[src/bridge_status_pkg.sv]
// Constants and carrier types for the primary status half-word block
package bridge_status_pkg;

   // Register map (byte addresses, APB word aligned)
   localparam logic [11:0] CMD_STATUS_OFFSET  = 12'h004;
   localparam int          ADDR_W             = 12;

   // Command half-word fields kept by this block
   localparam int          CMD_PERR_RESP_BIT  = 6;
   localparam int          CMD_SERR_EN_BIT    = 8;
   localparam logic [15:0] CMD_WRITABLE_MASK  = 16'h0140;

   // Status field positions within the 32-bit word
   localparam int          ST_CAP_LIST_BIT    = 20;
   localparam int          ST_66MHZ_BIT       = 21;
   localparam int          ST_FAST_B2B_BIT    = 23;
   localparam int          ST_MDPE_BIT        = 24;
   localparam int          ST_SEL_TIMING_LO   = 25;
   localparam int          ST_SIG_TABORT_BIT  = 27;
   localparam int          ST_RCV_TABORT_BIT  = 28;
   localparam int          ST_RCV_MABORT_BIT  = 29;
   localparam int          ST_SIG_SERR_BIT    = 30;
   localparam int          ST_DET_PERR_BIT    = 31;

   // Select timing codes
   localparam logic [1:0]  SEL_TIMING_FAST    = 2'h0;
   localparam logic [1:0]  SEL_TIMING_MEDIUM  = 2'h1;

   // Reset values
   localparam logic [5:0]  FLAGS_RESET        = 6'h00;
   localparam logic        PERR_RESP_RESET    = 1'b0;
   localparam logic        SERR_EN_RESET      = 1'b0;
   localparam logic        REVERSE_RESET      = 1'b0;
   localparam logic [2:0]  PIN_SYNC_RESET     = 3'h7;
   localparam logic [2:0]  STRAP_SYNC_RESET   = 3'h0;

   // Index of each sticky flag in the flag vector
   localparam int          FL_MDPE            = 0;
   localparam int          FL_SIG_TABORT      = 1;
   localparam int          FL_RCV_TABORT      = 2;
   localparam int          FL_RCV_MABORT      = 3;
   localparam int          FL_SIG_SERR        = 4;
   localparam int          FL_DET_PERR        = 5;

   // One-cycle event pulses from the forward (link) datapath
   typedef struct packed {
      logic poisoned_cpl_rx;
      logic poisoned_wr_tx;
      logic ca_cpl_tx;
      logic ca_cpl_rx;
      logic ur_cpl_rx;
      logic err_msg_tx;
      logic poisoned_tlp_rx;
   } fwd_events_t;

   // Events from the reverse (conventional bus) datapath
   typedef struct packed {
      logic rd_data_parity_err;
      logic wr_data_phase;
      logic scm_wr_parity_err;
      logic target_abort_tx;
      logic target_abort_rx;
      logic master_abort;
      logic serr_driven;
      logic parity_err_detected;
   } rev_events_t;

endpackage : bridge_status_pkg

[src/bridge_primary_status.sv]
// Primary status half-word with command enables, reached over APB
// How it works
// - Bit 20 always reads one
// - Bit 21 reads zero forward, one reverse
// - Bit 23 reads zero forward, one reverse
// - Bit 24 forward: poisoned completion or write
// - Bit 24 reverse: parity error cases
// - Flags 24,27-31 sticky, write one clears
// - Bits 26:25 read 00 forward, 01 reverse
// - Bit 27 forward: completer abort sent
// - Bit 27 reverse: target abort signalled
// - Bit 28 forward: completer abort received
// - Bit 28 reverse: target abort observed
// - Bit 29 forward: unsupported request received
// - Bit 29 reverse: master abort experienced
// - Bit 30 forward: error message sent
// - Bit 30 reverse: system error driven
// - Bit 31 forward: poisoned packet received
// - Bit 31 reverse: parity error detected
// - Command bit 6 gates bit 24
// - Command bit 8 enables error signalling
//
// The APB slave port is this design's own decision.
module bridge_primary_status (
   input  wire logic                             pclk,
   input  wire logic                             presetn,
   input  wire logic                             psel,
   input  wire logic                             penable,
   input  wire logic                             pwrite,
   input  wire logic [bridge_status_pkg::ADDR_W-1:0] paddr,
   input  wire logic [31:0]                      pwdata,
   input  wire logic [3:0]                       pstrb,
   output logic                                  pready,
   output logic [31:0]                           prdata,
   output logic                                  pslverr,
   input  wire logic                             reverse_mode_strap,
   input  wire logic                             primary_parity_error_pin_n,
   input  wire bridge_status_pkg::fwd_events_t   fwd_events,
   input  wire bridge_status_pkg::rev_events_t   rev_events,
   output logic                                  perr_resp_en,
   output logic                                  serr_en,
   output logic                                  reverse_mode,
   output logic [5:0]                            status_flags
);
   import bridge_status_pkg::*;

   // Pin synchronisers
   logic [2:0]  strap_sync_reg;
   logic [2:0]  strap_sync_next;
   logic [2:0]  perr_sync_reg;
   logic [2:0]  perr_sync_next;
   logic        reverse_reg;
   logic        reverse_next;
   logic        perr_pin_low_reg;
   logic        perr_pin_low_next;

   // Command enables
   logic        perr_resp_reg;
   logic        perr_resp_next;
   logic        serr_en_reg;
   logic        serr_en_next;

   // Sticky flags
   logic [5:0]  flags_reg;
   logic [5:0]  flags_next;
   logic [5:0]  flag_set;
   logic [5:0]  flag_clr;

   // APB response
   logic        pready_reg;
   logic        pready_next;
   logic [31:0] prdata_reg;
   logic [31:0] prdata_next;
   logic        pslverr_reg;
   logic        pslverr_next;

   logic        hit;
   logic        wr_take;

   // Full 32-bit word: command low, status high
   function automatic logic [31:0] build_word(input logic       rev,
                                              input logic       perr_en,
                                              input logic       s_en,
                                              input logic [5:0] fl);
      logic [31:0] w;
      w                                       = 32'h0000_0000;
      w[CMD_PERR_RESP_BIT]                    = perr_en;
      w[CMD_SERR_EN_BIT]                      = s_en;
      w[ST_CAP_LIST_BIT]                      = 1'b1;
      w[ST_66MHZ_BIT]                         = rev;
      w[ST_FAST_B2B_BIT]                      = rev;
      w[ST_MDPE_BIT]                          = fl[FL_MDPE];
      w[ST_SEL_TIMING_LO +: 2]                = rev ? SEL_TIMING_MEDIUM
                                                    : SEL_TIMING_FAST;
      w[ST_SIG_TABORT_BIT]                    = fl[FL_SIG_TABORT];
      w[ST_RCV_TABORT_BIT]                    = fl[FL_RCV_TABORT];
      w[ST_RCV_MABORT_BIT]                    = fl[FL_RCV_MABORT];
      w[ST_SIG_SERR_BIT]                      = fl[FL_SIG_SERR];
      w[ST_DET_PERR_BIT]                      = fl[FL_DET_PERR];
      // Bits 19:16 and 22 stay zero
      return w;
   endfunction : build_word

   // Expand byte strobes into a bit mask
   function automatic logic [31:0] strobe_mask(input logic [3:0] s);
      logic [31:0] m;
      m = 32'h0000_0000;
      for (int i = 0; i < 4; i++) begin
         m[i*8 +: 8] = {8{s[i]}};
      end
      return m;
   endfunction : strobe_mask

   // Synchronisers and mode capture
   always_comb begin
      strap_sync_next   = {strap_sync_reg[1:0], reverse_mode_strap};
      perr_sync_next    = {perr_sync_reg[1:0], primary_parity_error_pin_n};
      reverse_next      = reverse_reg;
      perr_pin_low_next = perr_pin_low_reg;
      // A change counts only when stages two and three agree
      if (strap_sync_reg[1] == strap_sync_reg[2]) begin
         reverse_next = strap_sync_reg[2];
      end
      if (perr_sync_reg[1] == perr_sync_reg[2]) begin
         perr_pin_low_next = ~perr_sync_reg[2];
      end
   end

   always_ff @(posedge pclk or negedge presetn) begin
      if (!presetn) begin
         strap_sync_reg   <= STRAP_SYNC_RESET;
         perr_sync_reg    <= PIN_SYNC_RESET;
         reverse_reg      <= REVERSE_RESET;
         perr_pin_low_reg <= 1'b0;
      end else begin
         strap_sync_reg   <= strap_sync_next;
         perr_sync_reg    <= perr_sync_next;
         reverse_reg      <= reverse_next;
         perr_pin_low_reg <= perr_pin_low_next;
      end
   end

   // APB decode and response
   assign hit     = (paddr == CMD_STATUS_OFFSET);
   assign wr_take = psel & penable & pready_reg & pwrite & hit;

   always_comb begin
      pready_next  = 1'b0;
      prdata_next  = prdata_reg;
      pslverr_next = 1'b0;
      // No wait state: answer prepared during the setup cycle
      if (psel && !penable) begin
         pready_next  = 1'b1;
         pslverr_next = ~hit;
         if (!pwrite) begin
            prdata_next = hit ? build_word(reverse_reg, perr_resp_reg,
                                           serr_en_reg, flags_reg)
                              : 32'h0000_0000;
         end
      end
   end

   always_ff @(posedge pclk or negedge presetn) begin
      if (!presetn) begin
         pready_reg  <= 1'b0;
         prdata_reg  <= 32'h0000_0000;
         pslverr_reg <= 1'b0;
      end else begin
         pready_reg  <= pready_next;
         prdata_reg  <= prdata_next;
         pslverr_reg <= pslverr_next;
      end
   end

   // Command enables
   always_comb begin
      logic [31:0] m;
      m              = strobe_mask(pstrb);
      perr_resp_next = perr_resp_reg;
      serr_en_next   = serr_en_reg;
      if (wr_take && m[CMD_PERR_RESP_BIT]) begin
         perr_resp_next = pwdata[CMD_PERR_RESP_BIT];
      end
      if (wr_take && m[CMD_SERR_EN_BIT]) begin
         serr_en_next = pwdata[CMD_SERR_EN_BIT];
      end
   end

   always_ff @(posedge pclk or negedge presetn) begin
      if (!presetn) begin
         perr_resp_reg <= PERR_RESP_RESET;
         serr_en_reg   <= SERR_EN_RESET;
      end else begin
         perr_resp_reg <= perr_resp_next;
         serr_en_reg   <= serr_en_next;
      end
   end

   // Flag set conditions per mode
   always_comb begin
      flag_set = 6'h00;
      if (!reverse_reg) begin
         flag_set[FL_MDPE]       = perr_resp_reg &
                                   (fwd_events.poisoned_cpl_rx |
                                    fwd_events.poisoned_wr_tx);
         flag_set[FL_SIG_TABORT] = fwd_events.ca_cpl_tx;
         flag_set[FL_RCV_TABORT] = fwd_events.ca_cpl_rx;
         flag_set[FL_RCV_MABORT] = fwd_events.ur_cpl_rx;
         flag_set[FL_SIG_SERR]   = serr_en_reg & fwd_events.err_msg_tx;
         flag_set[FL_DET_PERR]   = fwd_events.poisoned_tlp_rx;
      end else begin
         flag_set[FL_MDPE]       = perr_resp_reg &
                                   (rev_events.rd_data_parity_err |
                                    (rev_events.wr_data_phase & perr_pin_low_reg) |
                                    rev_events.scm_wr_parity_err);
         flag_set[FL_SIG_TABORT] = rev_events.target_abort_tx;
         flag_set[FL_RCV_TABORT] = rev_events.target_abort_rx;
         flag_set[FL_RCV_MABORT] = rev_events.master_abort;
         flag_set[FL_SIG_SERR]   = serr_en_reg & rev_events.serr_driven;
         flag_set[FL_DET_PERR]   = rev_events.parity_err_detected;
      end
   end

   // Write-one-to-clear, gated by byte lane 3
   always_comb begin
      flag_clr = 6'h00;
      if (wr_take && pstrb[3]) begin
         flag_clr[FL_MDPE]       = pwdata[ST_MDPE_BIT];
         flag_clr[FL_SIG_TABORT] = pwdata[ST_SIG_TABORT_BIT];
         flag_clr[FL_RCV_TABORT] = pwdata[ST_RCV_TABORT_BIT];
         flag_clr[FL_RCV_MABORT] = pwdata[ST_RCV_MABORT_BIT];
         flag_clr[FL_SIG_SERR]   = pwdata[ST_SIG_SERR_BIT];
         flag_clr[FL_DET_PERR]   = pwdata[ST_DET_PERR_BIT];
      end
      flags_next = (flags_reg & ~flag_clr) | flag_set;
   end

   always_ff @(posedge pclk or negedge presetn) begin
      if (!presetn) begin
         flags_reg <= FLAGS_RESET;
      end else begin
         flags_reg <= flags_next;
      end
   end

   assign pready       = pready_reg;
   assign prdata       = prdata_reg;
   assign pslverr      = pslverr_reg;
   assign perr_resp_en = perr_resp_reg;
   assign serr_en      = serr_en_reg;
   assign reverse_mode = reverse_reg;
   assign status_flags = flags_reg;

endmodule : bridge_primary_status

[config.mk]
export PLATFORM = sky130hd
export DESIGN_NAME = bridge_primary_status
export DESIGN_NICKNAME = d
export VERILOG_FILES = /design/src/bridge_status_pkg.sv /design/src/bridge_primary_status.sv
export SDC_FILE = /design/constraint.sdc
export NUM_CORES = 1
export LEC_CHECK = 0
export ABC_AREA = 1
export BUFFER_PORTS_ARGS = -buffer_cell sky130_fd_sc_hd__buf_2
export CORE_MARGIN = 2
export CORE_UTILIZATION = 38
export CTS_CLUSTER_DIAMETER = 100
export DETAILED_ROUTE_END_ITERATION = 6
export PLACE_DENSITY = 0.79
export SLEW_MARGIN = 25
export SYNTH_ARGS = -nofsm -noshare
export SYNTH_HDL_FRONTEND = slang
export SYNTH_SLANG_ARGS = --single-unit
export TNS_END_PERCENT = 10
[constraint.sdc]
create_clock -name pclk -period 1.4 [get_ports pclk]
set_clock_uncertainty 0.05 [all_clocks]
set_input_delay 0.21 -clock pclk [delete_from_list [all_inputs] [get_ports pclk]]
set_output_delay 0.21 -clock pclk [all_outputs]
set_load 0.02 [all_outputs]
* After elaboration in Yosys (flattened, before gate mapping) *
Cells that the tools add are included.

word-level totals
  bits in writable memories = 0
  bits in latches = 0
  memory bits (read-only) = 0
  logic and storage cells = 43
  memories = 0
  input bits = 70
  flip-flop bits (word level) = 50
  output and inout bits = 43

cells by class
  reduce and logical (&&, ||, !) cells = 6
  div/mod/pow operators = 0
  magnitude comparators = 0
  equal/unequal tests = 3
  multiply operators = 0
  bitwise logic cells = 18
  muxes and demuxes = 6
  add/sub/neg operators = 0
  shift operators = 0

operators by type and width
  cell                                                  number
  two-way mux 32 bit                                    1
  equality test 12 x 3 -> 1 bit, second input constant  1
  two-way mux 6 bit                                     2
  bitwise AND 1 bit                                     9
  bitwise AND 6 bit                                     1
  inverter 6 bit                                        1
  OR 6 bit                                              1
  logical AND 1 bit                                     4
  two-way mux 1 bit                                     3
  inverter 1 bit                                        3
  OR 1 bit                                              3
  equality test 1 bit                                   2
  AND reduction 2 bit                                   1
  zero test 1 bit                                       1

* Longest topological paths before layout *
  word-level depth = 9
  gate-level depth with buffers = 8
  gate-level depth less buffers = 8

* Least setup slack after synthesis *
No wires, ideal clock.

  path type = register to register
  start = reg reverse_reg, in the netlist reverse_mode
  end = reg flags_reg[0], in the netlist status_flags[0]
  period minus slack after synthesis = 1.248 ns
  arrival time = 1.069 ns
  cell stages (with the launch flop) = 7
  path slack = 0.152 ns
  library setup time = 0.129 ns
  cell sequence = dfrtp_1 buf_2 inv_1 nor3_1 nand2_1 o311ai_0 nand2_1

between the ends
  word-level cells in the longest chain between the ends = 2

ends and longest elaborated chain
  what                      line                          RTL
  start: declaration        bridge_primary_status.sv:52   logic reverse_reg;
  start signal: assignment  bridge_primary_status.sv:138  reverse_reg <= reverse_next;
  two-way mux 6 bit         bridge_primary_status.sv:202  if (!reverse_reg) begin
  OR 6 bit                  bridge_primary_status.sv:235  flags_next = (flags_reg & ~flag_clr) | flag_set;
  named net flags_next[0]   bridge_primary_status.sv:65   logic [5:0] flags_next;
  end signal: assignment    bridge_primary_status.sv:242  flags_reg <= flags_next;
  end: declaration          bridge_primary_status.sv:64   logic [5:0] flags_reg;

The timed path passes the listed nets, and every way through them passes these cells.
A chain may end at the register's enable or synchronous reset.

* Worst setup path after layout *
  start = reg reverse_reg, in the netlist reverse_mode
  end = out reverse_mode

RTL lines
  what              line                         RTL
  end: declaration  bridge_primary_status.sv:42  output logic reverse_mode,

No word-level cell between the ends.

==> out/results.txt <==
largest net degree at the start of global routing = 29
Netlist Area Pre-Place = 1380 sq um
final setup violation count = 0
max frequency = 760 MHz
Worst EP required = 1140 ps
critical path endpoint category = primary output
Worst EP arrival = 1060 ps
Cell Area, Placed = 1700 sq um
Die X = 64.3 microns
pre-CTS WS = 92.0 ps
Synthesis Warnings = 0
CTS sink count = 28
Psw = 0.364 mW
critical path depth = 2
Sum Neg Setup Slack = 0 ps
Core ar. = 3420 sq um
via count = 1,153
outcome = finished, final reports clean
Flop pwr share = 60.2%
crit-path max FO = 6
FF+latch count, synth = 28
Critical Path Sink = reverse_mode
Comb pwr share = 16.0%
Post-Syn Instances = 152
Die Ht = 64.3 microns
Syn Area/Cell = 9.10 sq um
CTS root buffer = clkbuf_4
CP Launch Point = reverse_mode$_DFFE_PN0N_
GRT overflow = 0
Reg2Reg Depth = 5
PD cells = 784 nW/um^2
antenna diode count = 0
WHS = 44.7 ps
cells along the critical path = buf_4 -> buf_2
Buffers & Inverters on Critical Path = 2
die footprint = 4140 sq um
Finished Layout Cells = 272
fraction of layout cells with a size suffix above 1 = 37.6%
CP delay by family, top = flip-flops
clock-pin transition on the worst setup and hold timing paths = 140 ps
PostCTS Resize Cnt = 0
final count of hold timing violations = 0
row cnt = 21
slowest stage delay, CP = 400 ps
Worst Setup Slack, final = 83.8 ps
crit share post-route = 94.0%
CTS Buf Count = 3
nets = 297
1st-iter DRT viols = 35
port bufs = 67
I/O pins = 113
total iterations of the first detailed-routing run = 4
Synth cell types = 23
DR WL/cell = 10.5 microns
RSZ-0062 raised after global routing = false
Relative slew margins = 59.5%
Routed Antenna Nets = 0
total track usage = 14.6%
routability congestion estimate = 0.705
Sw Ratio = 26.1%
Static Leak = 1.04 nW
CP max-delay cell = dfrtp_1
fin crit period = 1320 ps
Int Power = 1.03 mW
post-synth top area cell = dfrtp_1
Setup CP Type = reg2out
Detailed Route WL = 2860 microns
reg-to-reg endpoint = status_flags[4]$_DFF_PN0_
# DRC = 0
initial antenna violation count = 0
Synth area leaders = dfrtp_1 (45%), buf_4 (12%), nand2_1 (6.0%)
CTS Buffer Depth = 2
vias in the first global route = 1,085
HPWL Detailed = 2250 microns
share of the synthesized area in the top cell type = 45.2%
Worst-Skew Late Latency = 320 ps
area delta synth->final = 28.2%
placed cells = 263
initial core utilization = 40.5%
Final Max Tran Viols = 0
max-cap viol count = 0
RR Startpoint = pready$_DFF_PN0_
Total Power = 1.39 mW
clock share of power = 23.8%
Final Util = 51.9%
post-route cell area = 1770 sq um
number of flip-flops under the largest register name = 10
vias per inst = 4.24
register area share after synthesis = 50.9%
Startpoint Class = flop
Max VDD drop = 0.556 mV
Max H-tree Level = 1
R2R setup slack = 200 ps
HP Class = in2reg
first-pass GRT wire length = 4710 microns
CTS tree = yes
Slew @ Worst Pin = 607 ps
==> cells in the final DEF, fill, tap and decap left out <==
cell	instances
dfrtp_1	25
mux2i_1	4
nor2_1	10
o21ai_1	7
dlygate4sd3_1	4
inv_1	20
o21ai_0	12
o21bai_1	6
nand2_4	1
nand3_1	4
clkbuf_1	1
buf_2	67
clkbuf_4	3
and2_4	1
conb_1	20
nor3_1	1
nand2_1	22
o21ai_2	1
maj3_1	1
dfstp_2	3
nand4_1	3
buf_4	5
nand4_2	1
nor2_2	3
o311ai_0	1
==> synthesized netlist by cell type <==
| library cell | count |
|---|---|
| dfrtp_1 | 25 |
| buf_4 | 22 |
| nand2_1 | 22 |
| inv_1 | 20 |
| o21ai_0 | 12 |
| nor2_1 | 10 |
| o21ai_1 | 7 |
| o21bai_1 | 6 |
| mux2i_1 | 4 |
| nand3_1 | 4 |
| dfstp_2 | 3 |
| nand4_1 | 3 |
| nor2_2 | 3 |
| clkbuf_1 | 2 |
| and2_4 | 1 |
| buf_2 | 1 |
| conb_1 | 1 |
| maj3_1 | 1 |
| nand2_4 | 1 |
| nand4_2 | 1 |
| nor3_1 | 1 |
| o21ai_2 | 1 |
| o311ai_0 | 1 |
==> worst register-to-register path, stage by stage, from the launching register on <==
cell	delay, ps
dfrtp_1	360
nand2_1	60
nor2_2	120
nand4_2	250
o21bai_1	200
nand2_1	70
==> area by class of cell <==
class	count	area [sq um]
fillers	351	1640
flip-flops and latches	28	704
multi-input cells	98	498
repair buffers	76	413
inverters	20	75.1
well taps	46	57.6
clock buffers	4	26.3
==> cells by family after synthesis <==
logic type | synth area share, %
AOI/OAI and AO/OA | 11.4
adders and majority gates | 0.723
buffers and inverters | 18.3
DFF | 50.9
muxes | 2.89
other | 0.271
and+or+nand+nor | 15.6
==> how the worst min path moves through the flow <==
stage / from / end / depth (start not counted)
final: fwd_events[3] / status_flags[2]$_DFF_PN0_ / 3
after global routing: fwd_events[4] / status_flags[1]$_DFF_PN0_ / 3
after CTS: fwd_events[3] / status_flags[2]$_DFF_PN0_ / 3
after detailed placement: presetn / prdata[24]$_DFFE_PN0P_ / 1
after global placement: presetn / status_flags[0]$_DFF_PN0_ / 1
after floorplan: presetn / perr_pin_low_reg$_DFFE_PN0N_ / 0
==> routing by layer <==
layer / track usage (%) / share of wire [%]
met5: 0 / 0
met4: 2.39 / 0.35
met3: 4.75 / 8.8
met2: 24.6 / 48
met1: 18.6 / 43
==> power by group through the flow <==
stage	Sequential, mW	Clock, mW	Combinational [mW]
global placement	0.854	0	0.205
finish	0.838	0.331	0.223
global route	0.841	0.393	0.249
CTS	0.838	0.348	0.225
floorplan	0.860	0	0.145
detailed placement	0.856	0	0.209
==> timing repair <==
item | 4_1_cts | 5_1_grt
buffers inserted | 1 | 0
endpoints found under the hold margin | 28 | 0
hold buffers | 4 | 0
endpoints found under the setup margin | 1 | 0
Power figures use the tool's default switching activity.
